===== config.mk =====
export PLATFORM = sky130hd
export DESIGN_NAME = cbz_branch_unit
export DESIGN_NICKNAME = d
export VERILOG_FILES = /design/src/cbz_cycle_calc.v /design/src/cbz_aux_update.v /design/src/cbz_branch_unit.v
export VERILOG_INCLUDE_DIRS = /design/src
export SDC_FILE = /design/constraint.sdc
export NUM_CORES = 1
export LEC_CHECK = 0
export ABC_AREA = 1
export BUFFER_PORTS_ARGS = -buffer_cell sky130_fd_sc_hd__buf_4
export CELL_PAD_IN_SITES_DETAIL_PLACEMENT = 0
export CELL_PAD_IN_SITES_GLOBAL_PLACEMENT = 1
export CORE_MARGIN = 2
export CORE_UTILIZATION = 44
export DETAILED_ROUTE_END_ITERATION = 8
export PLACE_DENSITY = 0.91
export SLEW_MARGIN = 20
export SYNTH_ARGS = -nofsm -noshare
export SYNTH_HDL_FRONTEND = slang
export SYNTH_SLANG_ARGS = --single-unit

===== constraint.sdc =====
create_clock -name clk_i -period 4 [get_ports clk_i]
set_input_delay 0.8 -clock clk_i [delete_from_list [all_inputs] [get_ports clk_i]]
set_output_delay 0.8 -clock clk_i [all_outputs]
set_load 0.02 [all_outputs]

===== src/cbz_defines.vh =====
// opcodes, field positions and cycle counts for the conditional branch unit
`ifndef CBZ_DEFINES_VH
`define CBZ_DEFINES_VH
`define CBZ_OP_HI 15
`define CBZ_OP_LO 7
`define CBZ_OP_NONZERO 9'h1eb
`define CBZ_OP_OVERFLOW 9'h1e1
`define CBZ_OP_ZERO 9'h1ed
`define CBZ_IND_BIT 7
`define CBZ_NARP_EN_BIT 3
`define CBZ_NARP_HI 2
`define CBZ_NARP_LO 0
`define CBZ_MOD_HI 6
`define CBZ_MOD_LO 4
`define CBZ_REGION_RAM 2'h0
`define CBZ_REGION_ROM 2'h1
`define CBZ_REGION_EXT 2'h2
`define CBZ_BASE_SHORT 4'h2
`define CBZ_BASE_LONG 4'h3
`define CBZ_PC_STEP 16'h0002
`define CBZ_AR_STEP 16'h0001
`endif


===== src/cbz_cycle_calc.v =====
// cycle count of a conditional branch from fetch places and outcome
`timescale 1ns/1ps
`include "cbz_defines.vh"
module cbz_cycle_calc (
   // outcome and placement
   input wire taken_i,
   input wire prog_ext_i,
   input wire [1:0] dest_region_i,
   input wire [3:0] wait_p_i,
   // result
   output reg [7:0] cycles_o
);
   wire [7:0] p8;
   wire [7:0] base_s;
   wire [7:0] base_l;
   assign p8 = {4'h0, wait_p_i};
   assign base_s = {4'h0, `CBZ_BASE_SHORT};
   assign base_l = {4'h0, `CBZ_BASE_LONG};
   always @* begin
      if (!taken_i) begin
         cycles_o = prog_ext_i ? (base_s + {p8[6:0], 1'b0}) : base_s;
      end else if (dest_region_i == `CBZ_REGION_RAM) begin
         cycles_o = prog_ext_i ? (base_s + {p8[6:0], 1'b0}) : base_s;
      end else if (dest_region_i == `CBZ_REGION_ROM) begin
         cycles_o = prog_ext_i ? (base_l + {p8[6:0], 1'b0}) : base_l;
      end else begin
         cycles_o = prog_ext_i ? (base_l + {p8[6:0], 1'b0} + p8)
                               : (base_l + p8);
      end
   end
endmodule


===== src/cbz_aux_update.v =====
// indirect update of the pointed auxiliary register and of its pointer
`timescale 1ns/1ps
`include "cbz_defines.vh"
module cbz_aux_update (
   // instruction field
   input wire [6:0] field_i,
   input wire ind_i,
   // current state
   input wire [2:0] ptr_i,
   input wire [15:0] aux_cur_i,
   input wire [15:0] aux0_i,
   // results
   output reg aux_we_o,
   output reg [15:0] aux_new_o,
   output reg ptr_we_o,
   output reg [2:0] ptr_new_o
);
   // mod field: 0 none, 1 dec, 2 inc, 5 sub index, 6 add index
   always @* begin
      aux_we_o = 1'b0;
      aux_new_o = aux_cur_i;
      ptr_we_o = 1'b0;
      ptr_new_o = ptr_i;
      if (ind_i) begin
         case (field_i[`CBZ_MOD_HI:`CBZ_MOD_LO])
            3'h1: begin
               aux_we_o = 1'b1;
               aux_new_o = aux_cur_i - `CBZ_AR_STEP;
            end
            3'h2: begin
               aux_we_o = 1'b1;
               aux_new_o = aux_cur_i + `CBZ_AR_STEP;
            end
            3'h5: begin
               aux_we_o = 1'b1;
               aux_new_o = aux_cur_i - aux0_i;
            end
            3'h6: begin
               aux_we_o = 1'b1;
               aux_new_o = aux_cur_i + aux0_i;
            end
            default: aux_we_o = 1'b0;
         endcase
         if (field_i[`CBZ_NARP_EN_BIT]) begin
            ptr_we_o = 1'b1;
            ptr_new_o = field_i[`CBZ_NARP_HI:`CBZ_NARP_LO];
         end
      end
   end
endmodule


===== src/cbz_branch_unit.v =====
// Function
// - nonzero accumulator loads target, else pc plus two
// - overflow set: load target, clear flag
// - zero accumulator loads target, else pc plus two
// - two words; second is 16-bit target
// - new pointer 0..7 replaces after update
// - auxiliary update always applied, none if absent
// - taken to ram: 2 or 2+2p cycles
// - taken to rom: 3 or 3+2p cycles
// - taken to external: 3+p or 3+3p
// - not taken: 2 or 2+2p cycles
// - not executable under single-instruction repeat
`timescale 1ns/1ps
`include "cbz_defines.vh"
module cbz_branch_unit (
   // clock and control
   input wire clk_i,
   input wire srst_i,
   input wire ce_i,
   // instruction stream
   input wire instr_valid_i,
   input wire [15:0] instr_word_i,
   input wire [15:0] pc_i,
   input wire repeat_active_i,
   output wire instr_ready_o,
   // machine state in
   input wire [31:0] accumulator_reg_i,
   input wire overflow_flag_i,
   // placement of fetch and destination
   input wire prog_ext_i,
   input wire [1:0] dest_region_i,
   input wire [3:0] wait_p_i,
   // results
   output reg pc_we_o,
   output reg [15:0] pc_new_o,
   output reg taken_o,
   output reg overflow_clr_o,
   output reg illegal_repeat_o,
   output reg busy_o,
   output reg [7:0] cycles_o,
   output reg [2:0] aux_reg_pointer_o,
   output wire [15:0] aux_register_o
);
   localparam S_IDLE = 2'h0;
   localparam S_TARGET = 2'h1;
   localparam S_WAIT = 2'h2;

   localparam K_NONE = 2'h0;
   localparam K_NONZERO = 2'h1;
   localparam K_OVERFLOW = 2'h2;
   localparam K_ZERO = 2'h3;

   reg [1:0] state_reg;
   reg [1:0] state_next;
   reg [1:0] kind_reg;
   reg [6:0] field_reg;
   reg ind_reg;
   reg [15:0] pc_reg;
   reg [7:0] count_reg;
   reg [15:0] aux_mem [0:7];

   function [1:0] decode_kind;
      input [8:0] op;
      begin
         if (op == `CBZ_OP_NONZERO) begin
            decode_kind = K_NONZERO;
         end else if (op == `CBZ_OP_OVERFLOW) begin
            decode_kind = K_OVERFLOW;
         end else if (op == `CBZ_OP_ZERO) begin
            decode_kind = K_ZERO;
         end else begin
            decode_kind = K_NONE;
         end
      end
   endfunction

   wire [1:0] kind_dec;
   assign kind_dec = decode_kind(instr_word_i[`CBZ_OP_HI:`CBZ_OP_LO]);

   // branch condition, sampled when the target word arrives
   reg cond;
   always @* begin
      case (kind_reg)
         K_NONZERO: cond = (accumulator_reg_i != 32'h0);
         K_OVERFLOW: cond = overflow_flag_i;
         K_ZERO: cond = (accumulator_reg_i == 32'h0);
         default: cond = 1'b0;
      endcase
   end

   wire aux_we;
   wire [15:0] aux_new;
   wire ptr_we;
   wire [2:0] ptr_new;
   cbz_aux_update u_aux (
      .field_i(field_reg),
      .ind_i(ind_reg),
      .ptr_i(aux_reg_pointer_o),
      .aux_cur_i(aux_mem[aux_reg_pointer_o]),
      .aux0_i(aux_mem[0]),
      .aux_we_o(aux_we),
      .aux_new_o(aux_new),
      .ptr_we_o(ptr_we),
      .ptr_new_o(ptr_new)
   );

   wire [7:0] cyc;
   cbz_cycle_calc u_cyc (
      .taken_i(cond),
      .prog_ext_i(prog_ext_i),
      .dest_region_i(dest_region_i),
      .wait_p_i(wait_p_i),
      .cycles_o(cyc)
   );

   assign aux_register_o = aux_mem[aux_reg_pointer_o];
   // the wait state holds off the next instruction for the charged cycles beyond the two words
   assign instr_ready_o = (state_reg != S_WAIT);

   wire start;
   wire at_target;
   assign start = ce_i && instr_valid_i && (state_reg == S_IDLE)
                  && (kind_dec != K_NONE);
   assign at_target = ce_i && instr_valid_i && (state_reg == S_TARGET);

   always @* begin
      state_next = state_reg;
      case (state_reg)
         S_IDLE: begin
            if (start && !repeat_active_i) begin
               state_next = S_TARGET;
            end
         end
         S_TARGET: begin
            if (at_target) begin
               state_next = (cyc > {4'h0, `CBZ_BASE_SHORT}) ? S_WAIT
                                                            : S_IDLE;
            end
         end
         S_WAIT: begin
            if (ce_i && count_reg <= {4'h0, `CBZ_BASE_LONG}) begin
               state_next = S_IDLE;
            end
         end
         default: state_next = S_IDLE;
      endcase
   end

   genvar gi;
   generate
      for (gi = 0; gi < 8; gi = gi + 1) begin : g_aux
         always @(posedge clk_i) begin
            if (srst_i) begin
               aux_mem[gi] <= 16'h0000;
            end else if (at_target && aux_we
                         && aux_reg_pointer_o == gi) begin
               aux_mem[gi] <= aux_new;
            end
         end
      end
   endgenerate

   always @(posedge clk_i) begin
      if (srst_i) begin
         state_reg <= S_IDLE;
         kind_reg <= K_NONE;
         field_reg <= 7'h00;
         ind_reg <= 1'b0;
         pc_reg <= 16'h0000;
         count_reg <= 8'h00;
         pc_we_o <= 1'b0;
         pc_new_o <= 16'h0000;
         taken_o <= 1'b0;
         overflow_clr_o <= 1'b0;
         illegal_repeat_o <= 1'b0;
         busy_o <= 1'b0;
         cycles_o <= 8'h00;
         aux_reg_pointer_o <= 3'h0;
      end else if (ce_i) begin
         state_reg <= state_next;
         pc_we_o <= 1'b0;
         overflow_clr_o <= 1'b0;
         illegal_repeat_o <= 1'b0;
         busy_o <= (state_next != S_IDLE);
         if (state_reg == S_WAIT) begin
            count_reg <= count_reg - 8'h01;
         end
         if (start && repeat_active_i) begin
            // refused rather than repeated
            illegal_repeat_o <= 1'b1;
         end else if (start) begin
            kind_reg <= kind_dec;
            field_reg <= instr_word_i[6:0];
            ind_reg <= instr_word_i[`CBZ_IND_BIT];
            pc_reg <= pc_i;
         end
         if (at_target) begin
            pc_we_o <= 1'b1;
            taken_o <= cond;
            cycles_o <= cyc;
            count_reg <= cyc;
            if (cond) begin
               pc_new_o <= instr_word_i;
            end else begin
               pc_new_o <= pc_reg + `CBZ_PC_STEP;
            end
            if (cond && kind_reg == K_OVERFLOW) begin
               overflow_clr_o <= 1'b1;
            end
            if (ptr_we) begin
               aux_reg_pointer_o <= ptr_new;
            end
         end
      end
   end
endmodule


==> results of run 1 <==
## worst paths after layout
path,startpoint,to,slack [ns],cells past startpoint
worst max-delay path,aux_mem[0][0],aux_mem[5][14],0.34,22
worst min-delay path,field_reg[0],field_reg[0],0.46,2
worst max register to register,aux_mem[0][0],aux_mem[5][14],0.34,22
worst min register to register,field_reg[0],field_reg[0],0.46,2
## worst max-delay path: cells and delay by family, from the launching register on
family	cells	cell delay (ns)
simple gates	14	1.64
compound gates	5	0.81
flops	1	0.44
fa+ha+maj	1	0.36
buf+inv	2	0.14
## cell usage after synthesis (all sizes together)
cell      n  share of area (%)
or4       1              0.068
clkbuf   26               0.92
o211a     1              0.091
edfxtp  128                 35
ha       27                3.1
a21oi    76                3.6
nor2    305                 11
nand4     9               0.63
or2       5               0.31
nor4      7               0.59
a211oi    1               0.11
a32o      3               0.27
o21bai    3               0.21
nand2   203                7.1
clkinv    1              0.034
xnor2     8               0.64
o221ai    5               0.40
xor2     15                1.2
nand3b    1              0.068
nor3     14               0.83
dfxtp    70                 13
a31oi    19                1.1
fa        1               0.18
o21ai   152                7.4
o211ai   14               0.96
nand3    61                4.0
conb      1              0.034
a221oi    4               0.32
o22ai    17               0.97
mux2i     3               0.27
inv     108                3.7
buf      29                1.7
a21o      1              0.068
o21a      2               0.14
o41ai     1              0.080
## cell type report
cell class	instances	area [µm²]
clock buffer	22	498
fill	2335	11600
tap	324	405
multi-input combinational	960	5060
clock inverter	10	51.3
sequential	198	5250
inverter	109	409
timing repair buffer	148	1120
## power by group through the flow
| stage | logic, W | clock network, W | registers [W] |
|---|---|---|---|
| 2_1_floorplan | 0.000197 | 0 | 0.00227 |
| 3_3_place_gp | 0.000331 | 0 | 0.00227 |
| 3_5_place_dp | 0.000334 | 0 | 0.00227 |
| 4_1_cts | 0.000336 | 0.00164 | 0.00223 |
| 5_1_grt | 0.000378 | 0.00171 | 0.00223 |
| 6_report | 0.000338 | 0.00163 | 0.00223 |
## what timing repair did
action                     4_1_cts  5_1_grt
buffers inserted                 0        2
setup endpoints to repair        0       18
gates resized for setup          0        7
hold endpoints to repair         0        0
## through the flow
stage                     worst slack [ns]  power [W]  hold slack [ns]
after detailed placement             0.314    0.00261            0.450
after global routing                0.0136    0.00432            0.483
after global placement               0.290    0.00260            0.440
final                                0.339    0.00420            0.458
after floorplan                      0.795    0.00247            0.430
after CTS                            0.290    0.00420            0.461
## logic make-up (layout without fill, tap and decap cells)
kind of cell	after synthesis	in the layout	synth area share (%)
compound gates	299	299	15.7
xor+xnor	23	23	1.84
fa+ha+maj	28	28	3.26
buf+inv	164	289	6.31
flops	198	198	47.8
mux	3	3	0.274
other cells	1	1	0.0342
simple gates	606	606	24.8
## placed cells by master (no fill, tap or decap), drive strengths merged, types with 22 or more instances in the layout
cell    netlist  final
buf          29    148
ha           27     27
edfxtp      128    128
nand3        61     61
inv         108    114
dfxtp        70     70
nand2       203    203
nor2        305    305
o21ai       152    152
clkbuf       26     22
a21oi        76     76
## metal layers
| metal | routed length [µm] | track usage (%) | share of wire, % | vias up |
|---|---|---|---|---|
| met5 | 0 | 0 | 0 | - |
| met4 | 580 | 7.36 | 2.0 | 0 |
| met3 | 1650 | 3.93 | 5.8 | 42 |
| met2 | 14000 | 38.6 | 49 | 283 |
| met1 | 12400 | 28.4 | 43 | 4424 |
| li1 | - | - | - | 4711 |
==> qor.csv, run 1 <==
stage;metric;value;unit
run_status;status;finished clean;
cells_and_area;layout.nets;1539;
cells_and_area;syn_to_final_growth;16.6;%
pwr;p_sw;0.000974;W
critical_path;worstPathArrival;3.83;ns
timing;tightest_slew;0.776;ns
die;row_count;57;
routing;routed_wl;28700;µm
routing;avgViaCountPerCell;5.34;
pwr;intPower;0.00322;W
synthesis;synth_area_per_cell;8.30;µm²
synthesis;synth_area;11000;µm²
global_routing;grt_pass1_vias;9395;
die;die_w;162;µm
cells_and_area;stdcell_area;12800;µm²
timing;setup_tns;0;ns
pwr;ir_drop;0.000282;V
critical_path;cpMostUsedCell;nand2_1;
critical_path;path_class;flip-flop to flip-flop;
critical_path;critPathCaptureType;flip-flop;
clocking;root_buffer;clkbuf_16;
placed_design;place.gp.congestion;0.877;
timing;skew;0.0128;ns
routing;drc;0;
pwr;pwr-share-clk;38.9;%
timing;slew_headroom;46.8;%
routing;drt_iter0_drc;651;
pwr;swShare;23.2;%
synthesis;seq_area_frac_synth;47.8;%
routing;firstDrtPassIters;5;
pwr;seq_power_share;53.1;%
critical_path;worstPathCellList;nor3_4 > nand4_2 > nor2_4 > nand2_1 > nor2_1 > inv_1 > nor2_1 > nand2_1 > nand3_1 > o211ai_1 > ha_1 > a21oi_1 > o21a_1 > nand3_1 > nand2_1 > inv_1 > o21ai_1 > nand2_1 > nand2_1 > nand3_1 > o21ai_2 > nor2_1;
critical_path;critPathMaxStageDelay;0.44;ns
cells_and_area;fin_cells;1771;
die;fp.coreArea;24400;µm²
synthesis;ys_warn_count;0;
synthesis;netlist_instances;1322;
clocking;worst_skew_pair.late_latency;0.44;ns
placed_design;dpl_cell_area;12200;µm²
timing;hold_viol_final;0;
clocking;cts_made_buffers;17;
timing;setup_viol;0;
placed_design;dp.cells;1737;
placed_design;port_buffers;124;
global_routing;antenna_found_initial;0;
timing;fin_crit;3.66;ns
die;die_area;26200;µm²
global_routing;grt_usage;22.3;%
die;dieHeight;162;µm
synthesis;ys_types;58;
clocking;clkTransAtPathRegs;0.07;ns
clocking;cts-htree-levels;4;
routing;wl_per_cell;16.2;µm
timing;rsz0062_at_grt;no;
pwr;power_frac_comb;8.0;%
placed_design;hpwl;20300;µm
cells_and_area;diodes;0;
global_routing;grt_pass1_wl;46700;µm
timing;timing.final.crit_share;91.5;%
job;cap_violations;0;
synthesis;ys_ff_latch;198;
timing;slew_viol_final;0;
clocking;cts_sinks;198;
critical_path;crit_required;4.17;ns
clocking;cts_buffer_depth;2;
critical_path;slowest_stage;edfxtp_1;
cells_and_area;largest_reg_flops;128;
die;start_util;45.0;%
critical_path;start_kind;flip-flop;
cells_and_area;postLayoutCoreUtil;52.4;%
die;ios;126;
global_routing;gr-total-overflow;0;
critical_path;cp_max_fo;8;
min_path;hold_class;flip-flop to flip-flop;
global_routing;grt_max_degree;51;
pwr;p_leak;5.02;nW
cells_and_area;drive_gt1_share;17.8;%
routing;detail-route-antenna-nets;0;
clocking;tritoncts;yes;
timing;fmaxAchievable;273;MHz
clocking;hold_buffers;0;
routing;num_vias;9460;
pwr;power_density;328;nW/µm²
synthesis;synth_nets;1427;
No activity file was read; power rests on OpenSTA's default activity.
==> inputs of run 2 (changes only) <==
--- a/config.mk
+++ b/config.mk
@@ -6,15 +6,16 @@
 export SDC_FILE = /design/constraint.sdc
 export NUM_CORES = 1
 export LEC_CHECK = 0
-export ABC_AREA = 1
+export ABC_AREA = 0
 export BUFFER_PORTS_ARGS = -buffer_cell sky130_fd_sc_hd__buf_4
 export CELL_PAD_IN_SITES_DETAIL_PLACEMENT = 0
 export CELL_PAD_IN_SITES_GLOBAL_PLACEMENT = 1
 export CORE_MARGIN = 2
-export CORE_UTILIZATION = 44
+export CORE_UTILIZATION = 42
 export DETAILED_ROUTE_END_ITERATION = 8
-export PLACE_DENSITY = 0.91
+export PLACE_DENSITY = 0.88
 export SLEW_MARGIN = 20
 export SYNTH_ARGS = -nofsm -noshare
 export SYNTH_HDL_FRONTEND = slang
+export SYNTH_HIERARCHICAL = 1
 export SYNTH_SLANG_ARGS = --single-unit
==> constraint.sdc (replaced) <==
create_clock -name clk_i -period 3.3 [get_ports clk_i]
set_input_delay 0.66 -clock clk_i [delete_from_list [all_inputs] [get_ports clk_i]]
set_output_delay 0.66 -clock clk_i [all_outputs]
set_load 0.02 [all_outputs]
==> run 2 against run 1 <==
The run now ends with setup timing left. Non-clock buffer count up 127. Hold slack worse by 0.0016 ns. Die area up 3.0%. Combinational power up 49%. Design area up 13%. Clock skew up 0.0022 ns. Total power up 31%. Routed wire length up 4.6%. Highest routed layer unchanged. First-iteration DRC count down 8.6%. Sequential cell count up 1. Setup slack worse by 0.73 ns.
==> qor.csv, run 2 <==
stage;metric;value;unit;change
timing;timing.final.crit_share;112;%;was 91.5%
routing;avgViaCountPerCell;5.57;;was 5.34
global_routing;grt_max_degree;63;;was 51
timing;hold_viol_final;0;;unchanged
cells_and_area;largest_reg_flops;128;;unchanged
die;die_area;27000;µm²;was 26200 µm²
timing;slew_viol_final;0;;unchanged
min_path;hold_class;flip-flop to flip-flop;;unchanged
clocking;hold_buffers;0;;unchanged
synthesis;synth_area;10800;µm²;was 11000 µm²
critical_path;worstReg2RegEnd;aux_mem[3][15];;was aux_mem[5][14]
pwr;power_density;382;nW/µm²;was 328 nW/µm²
pwr;p_total;0.00549;W;was 0.00420 W
min_path;hold_path_depth;2;;unchanged
synthesis;ys_ff_latch;199;;was 198
die;row_count;58;;was 57
synthesis;ys_types;77;;was 58
timing;slew_headroom;44.1;%;was 46.8%
critical_path;worstPathArrival;3.88;ns;was 3.83 ns
clocking;clkTransAtPathRegs;0.07;ns;about the same
synthesis;synth_most_common_cell;and2_1;;was nor2_1
critical_path;critPathCaptureType;flip-flop;;unchanged
global_routing;grt_pass1_vias;8751;;was 9395
synthesis;synth.area.top_cells;edfxtp_1 36%, dfxtp_1 13%, and2_1 7.6%;;was edfxtp_1 35%, dfxtp_1 13%, nor2_1 9.9%
global_routing;gr-total-overflow;0;;unchanged
placed_design;port_buffers;125;;was 124
clocking;tritoncts;yes;;unchanged
global_routing;grt_usage;22.0;%;was 22.3%
routing;drt_iter0_drc;595;;was 651
cells_and_area;layout.nets;1357;;was 1539
pwr;ir_drop;0.000374;V;was 0.000282 V
clocking;cts_sinks;199;;was 198
critical_path;start_kind;flip-flop;;unchanged
clocking;cts_buffer_depth;2;;unchanged
timing;skew;0.0151;ns;was 0.0128 ns
placed_design;dp.cells;1541;;was 1737
global_routing;antenna_found_initial;0;;unchanged
synthesis;synth_edf_count;128;;unchanged
job;cap_violations;0;;unchanged
min_path;hold-path-endpoint;field_reg[0];;unchanged
critical_path;r2r_setup_slack;-0.39;ns;was 0.34 ns
critical_path;crit_start;aux_mem[0][0];;unchanged
timing;rsz0062_at_grt;yes;;was no
timing;finalWorstSetupSlack;-0.394;ns;was 0.339 ns
die;fp.coreArea;25200;µm²;was 24400 µm²
cells_and_area;layout_commonest_cell;buf_4;;was nor2_1
critical_path;path_class;flip-flop to flip-flop;;unchanged
placed_design;dpl_cell_area;13200;µm²;was 12200 µm²
routing;firstDrtPassIters;5;;unchanged
synthesis;yosysTopAreaCellShare;35.6;%;was 35.0%
synthesis;synth_top_area_cell;edfxtp_1;;unchanged
placed_design;hpwl;20900;µm;was 20300 µm
routing;wl_per_cell;18.8;µm;was 16.2 µm
synthesis;synthArstFlopShare;0;%;unchanged
die;ios;126;;unchanged
placed_design;post-place-ws;-0.447;ns;was 0.314 ns
cells_and_area;fillCellCount;2040;;was 2335
die;start_util;42.9;%;was 45.0%
global_routing;grt_pass1_wl;45700;µm;was 46700 µm
pwr;p_leak;5.56;nW;was 5.02 nW
clocking;root_buffer;clkbuf_16;;unchanged
routing;num_vias;8875;;was 9460
synthesis;ys_warn_count;6;;was 0
routing;routed_wl;30000;µm;was 28700 µm
cells_and_area;final_cell_mix;259 x buf_4, 128 x edfxtp_1, 124 x nand2_1;;was 286 x nor2_1, 200 x nand2_1, 147 x buf_4
synthesis;seq_area_frac_synth;48.8;%;was 47.8%
min_path;min_from;field_reg[0];;unchanged
cells_and_area;drive_gt1_share;38.1;%;was 17.8%
synthesis;synth_nets;1120;;was 1427
clocking;cts-htree-levels;4;;unchanged
placed_design;place.gp.congestion;0.833;;was 0.877
clocking;worst_skew_pair.late_latency;0.43;ns;was 0.44 ns
timing;fin_crit;3.69;ns;was 3.66 ns
synthesis;synth_common_cells;131 x and2_1, 128 x edfxtp_1, 127 x nand2_1;;was 288 x nor2_1, 200 x nand2_1, 128 x edfxtp_1
die;die_w;164;µm;was 162 µm
synthesis;synth_area_per_cell;10.6;µm²;was 8.30 µm²
timing;fmaxAchievable;271;MHz;was 273 MHz
cells_and_area;stdcell_area;14400;µm²;was 12800 µm²
critical_path;r2r_start;aux_mem[0][0];;unchanged
timing;tightest_slew;0.830;ns;was 0.776 ns
timing;setup_tns;-11.29;ns;was 0 ns
run_status;status;finished, violations left;;was finished clean
critical_path;crit_required;3.49;ns;was 4.17 ns
synthesis;netlist_instances;1014;;was 1322
critical_path;cp_max_fo;8;;unchanged
cells_and_area;fin_cells;1594;;was 1771
clocking;cts_made_buffers;17;;unchanged
cells_and_area;diodes;0;;unchanged
run_status;violations;setup timing;;
cells_and_area;syn_to_final_growth;33.4;%;was 16.6%
routing;drc;0;;unchanged
routing;detail-route-antenna-nets;0;;unchanged
die;dieHeight;164;µm;was 162 µm
timing;setup_viol;72;;was 0
critical_path;r2r_cells;13;;was 22
synthesis;ys.flop_type;edfxtp_1;;unchanged
run 2: layout make-up:
cell class                      count  area [µm²]  area share [%]
Sequential cell                   199        5270            36.6
Clock inverter                     14         210            1.46
Tap cell                          330         413            2.87
Timing Repair Buffer              275        2190            15.2
Multi-Input combinational cell    741        5820            40.4
Inverter                           17        66.3           0.461
Clock buffer                       18         429            2.98
run 2: critical path, cell delays in order, from the launching register on:
cell and delay, ns:
edfxtp_1 0.40, buf_6 0.15, nor4_4 0.41, or2b_1 0.28, xnor2_1 0.18, a21oi_2 0.09, ha_1 0.30, o21a_1 0.12
nor2_2 0.04, o311a_1 0.40, o21a_1 0.25, o211a_1 0.12, a2111o_1 0.50, and2_1 0.21
run 2: what timing repair did:
item                                    4_1_cts  5_1_grt
resized for setup                            22       88
gates cloned                                  0        1
pin swaps                                     8       36
endpoints found under the setup margin       72       98
setup buffers                                 5       16
endpoints found under the hold margin         0        0
run 2: cells by family (layout without fill, tap and decap cells):
group	count (synthesis)	in the layout	synth area share, %
xor+xnor	46	46	3.80
mux	57	57	9.23
other cells	1	1	0.0347
compound gates	204	204	11.3
buf+inv	74	324	2.89
fa+ha+maj	29	29	3.43
flops	199	199	48.8
simple gates	404	404	20.5
run 2: where the power goes:
group	total (W)	internal, W	switching (W)
combinational	0.000503	0.000246	0.000257
sequential	0.00274	0.00272	0.0000290
clock	0.00225	0.00129	0.000955
total	0.00549	0.00425	0.00124
run 2: metal layers:
metal  global-route usage (%)  part of all wire [%]  up-vias
met5                        0                     0        -
met1                     27.4                    41     4295
met3                     4.47                   7.0       44
li1                         -                     -     4199
met4                     6.22                   1.9        0
met2                     38.6                    51      337
run 2: how the worst max path moves through the flow:
stage                     endpoint  slack, ns  cells past startpoint
detailed placement          busy_o      -0.45                     15
floorplan           aux_mem[5][15]      -0.12                     12
global route        aux_mem[3][15]      -0.50                     13
CTS                 aux_mem[3][15]      -0.33                     11
finish              aux_mem[3][15]      -0.39                     13
global placement            busy_o      -0.37                     15
run 2: through the flow:
step	hold slack, ns	util [%]
5_1_grt	0.458	57.2
4_1_cts	0.444	55.4
2_1_floorplan	0.429	-
3_5_place_dp	0.448	52.4
3_3_place_gp	0.439	52.4
6_report	0.457	57.2
==> inputs of run 3 (changes only) <==
--- a/config.mk
+++ b/config.mk
@@ -7,12 +7,12 @@
 export NUM_CORES = 1
 export LEC_CHECK = 0
 export ABC_AREA = 0
-export BUFFER_PORTS_ARGS = -buffer_cell sky130_fd_sc_hd__buf_4
 export CELL_PAD_IN_SITES_DETAIL_PLACEMENT = 0
-export CELL_PAD_IN_SITES_GLOBAL_PLACEMENT = 1
+export CELL_PAD_IN_SITES_GLOBAL_PLACEMENT = 2
 export CORE_MARGIN = 2
-export CORE_UTILIZATION = 42
+export CORE_UTILIZATION = 38
 export DETAILED_ROUTE_END_ITERATION = 8
+export DONT_BUFFER_PORTS = 1
 export PLACE_DENSITY = 0.88
 export SLEW_MARGIN = 20
 export SYNTH_ARGS = -nofsm -noshare
==> run 3 against run 2 <==
The run still ends with setup timing left. Sequential share of layout area grew 2.5 points. Register-to-register slack gained 0.07 ns. Clock skew grew 0.0017 ns. Fmax grew 2.0%. Critical path type unchanged.
==> qor.csv, run 3 (synthesis results as in run 2) <==
stage;metric;value;unit;change
cells_and_area;postLayoutCoreUtil;48.4;%;was 57.2%
critical_path;cp_max_fo;8;;unchanged
critical_path;r2r_start;aux_mem[0][2];;was aux_mem[0][0]
critical_path;worstReg2RegEnd;aux_mem[2][15];;was aux_mem[3][15]
critical_path;critPathCaptureType;flip-flop;;unchanged
job;cap_violations;0;;unchanged
critical_path;r2r_setup_slack;-0.32;ns;was -0.39 ns
die;ios;126;;unchanged
timing;hold_viol_final;0;;unchanged
routing;firstDrtPassIters;5;;unchanged
global_routing;gr-total-overflow;0;;unchanged
timing;timing.final.crit_share;110;%;was 112%
clocking;clkTransAtPathRegs;0.08;ns;was 0.07 ns
pwr;ir_drop;0.000284;V;was 0.000374 V
cells_and_area;layout_commonest_cell;buf_4;;unchanged
die;die_w;173;µm;was 164 µm
timing;rsz0062_at_grt;yes;;unchanged
clocking;tritoncts;yes;;unchanged
clocking;cts-htree-levels;4;;unchanged
placed_design;place.gp.congestion;0.883;;was 0.833
timing;fmaxAchievable;276;MHz;was 271 MHz
timing;setup_viol;72;;unchanged
timing;hold_slack;0.274;ns;was 0.457 ns
routing;drt_iter0_drc;687;;was 595
routing;detail-route-antenna-nets;0;;unchanged
routing;avgViaCountPerCell;5.47;;was 5.57
cells_and_area;largest_reg_flops;128;;unchanged
cells_and_area;syn_to_final_growth;24.9;%;was 33.4%
routing;drc;0;;unchanged
global_routing;grt_usage;20.3;%;was 22.0%
placed_design;dp.cells;1469;;was 1541
placed_design;port_buffers;0;;was 125
run_status;violations;setup timing;;unchanged
die;die_area;29800;µm²;was 27000 µm²
pwr;power_density;389;nW/µm²;was 382 nW/µm²
timing;skew;0.0167;ns;was 0.0151 ns
critical_path;path_class;flip-flop to flip-flop;;unchanged
cells_and_area;layout.nets;1231;;was 1357
routing;num_vias;8285;;was 8875
min_path;hold_class;primary input to flip-flop;;was flip-flop to flip-flop
die;row_count;61;;was 58
global_routing;grt_pass1_wl;47200;µm;was 45700 µm
cells_and_area;final_cell_mix;130 x buf_4, 128 x edfxtp_1, 126 x nand2_1;;was 259 x buf_4, 128 x edfxtp_1, 124 x nand2_1
die;start_util;38.7;%;was 42.9%
min_path;hold-path-endpoint;cycles_o[3];;was field_reg[0]
cells_and_area;diodes;0;;unchanged
timing;slew_headroom;40.7;%;was 44.1%
routing;wl_per_cell;19.9;µm;was 18.8 µm
die;fp.coreArea;27900;µm²;was 25200 µm²
pwr;p_leak;4.89;nW;was 5.56 nW
run_status;status;finished, violations left;;unchanged
timing;fin_crit;3.62;ns;was 3.69 ns
global_routing;antenna_found_initial;0;;unchanged
clocking;hold_buffers;0;;unchanged
critical_path;worstPathArrival;3.82;ns;was 3.88 ns
clocking;cts_made_buffers;17;;unchanged
clocking;worst_skew_pair.late_latency;0.44;ns;was 0.43 ns
placed_design;hpwl;21300;µm;was 20900 µm
critical_path;crit_required;3.50;ns;was 3.49 ns
min_path;hold_path_depth;1;;was 2
timing;tightest_slew;0.880;ns;was 0.830 ns
cells_and_area;fin_cells;1516;;was 1594
clocking;root_buffer;clkbuf_16;;unchanged
die;dieHeight;173;µm;was 164 µm
clocking;cts_sinks;199;;unchanged
routing;routed_wl;30200;µm;was 30000 µm
timing;slew_viol_final;0;;unchanged
global_routing;grt_pass1_vias;8348;;was 8751
timing;finalWorstSetupSlack;-0.322;ns;was -0.394 ns
global_routing;grt_max_degree;70;;was 63
cells_and_area;drive_gt1_share;29.2;%;was 38.1%
clocking;cts_buffer_depth;2;;unchanged
critical_path;r2r_cells;13;;unchanged
min_path;min_from;srst_i;;was field_reg[0]
critical_path;start_kind;flip-flop;;unchanged
run 3: changes by cell type in the layout (fill, tap and decap cells not counted), moves of 2 or more:
cell and delta:
and2_1 +21, ha_1 -3, ha_4 +2, buf_4 -129, bufinv_16 -2, o21ai_0 +2, clkinvlp_4 -2, and2_4 -21
nand2_1 +2, buf_12 +2
run 3: cell type report:
class | instances | area [µm²]
fill | 2530 | 14400
inverter | 17 | 66.3
sequential | 199 | 5270
multi-input combinational | 741 | 5800
clock buffer | 18 | 429
timing repair buffer | 149 | 1280
tap | 378 | 473
clock inverter | 14 | 168
run 3: worst max-delay path by stage:
stage                                      from             end  slack [ns]  cells past startpoint
after floorplan                       flip-flop  aux_mem[5][15]       -0.12                     12
after global placement    accumulator_reg_i[24]          busy_o       -0.32                     14
after detailed placement   accumulator_reg_i[9]          busy_o       -0.39                     14
after CTS                             flip-flop  aux_mem[2][15]       -0.29                     11
after global routing              aux_mem[0][2]  aux_mem[2][15]       -0.47                     13
final                             aux_mem[0][2]  aux_mem[2][15]       -0.32                     13
run 3: timing repair:
action | in CTS | in global routing
buffers inserted | 8 | 8
pin swaps | 10 | 19
resized for setup | 42 | 46
setup endpoints to repair | 80 | 88
gates cloned | 1 | 0
run 3: per-layer routing:
metal  up-vias  global-route usage [%]  routed length [µm]
li1       3939                       -                   -
met1      4096                    26.3               12900
met2       214                    33.7               14700
met3        36                    5.63                2130
met4         0                    5.09                 509
met5         -                       0                   0
run 3: stage by stage:
| stage | TNS (ns) | setup WS, ns | cell area (µm²) | power [W] |
|---|---|---|---|---|
| floorplan | -1.18 | -0.125 | 11100 | 0.00302 |
| global placement | -8.78 | -0.316 | 12400 | 0.00314 |
| detailed placement | -11.99 | -0.393 | 12400 | 0.00315 |
| CTS | -6.99 | -0.292 | 13200 | 0.00526 |
| global route | -18.70 | -0.475 | 13500 | 0.00542 |
| finish | -10.50 | -0.322 | 13500 | 0.00525 |
run 3: worst max-delay path, stage by stage, from the launching register on:
cell and delay [ns]:
edfxtp_1 0.47, nor4_4 0.29, buf_4 0.18, or2b_1 0.27, xnor2_2 0.15, a21oi_2 0.20
ha_2 0.23, a21o_1 0.21, a211oi_4 0.07, o311a_1 0.34, o21a_1 0.22, o211a_1 0.12
a2111o_1 0.44, and2_1 0.18
run 3: where the power goes:
part	switching, W	internal, W	total (W)
Combinational	0.000206	0.000184	0.000390
Clock	0.000969	0.00114	0.00211
Sequential	0.0000299	0.00271	0.00274
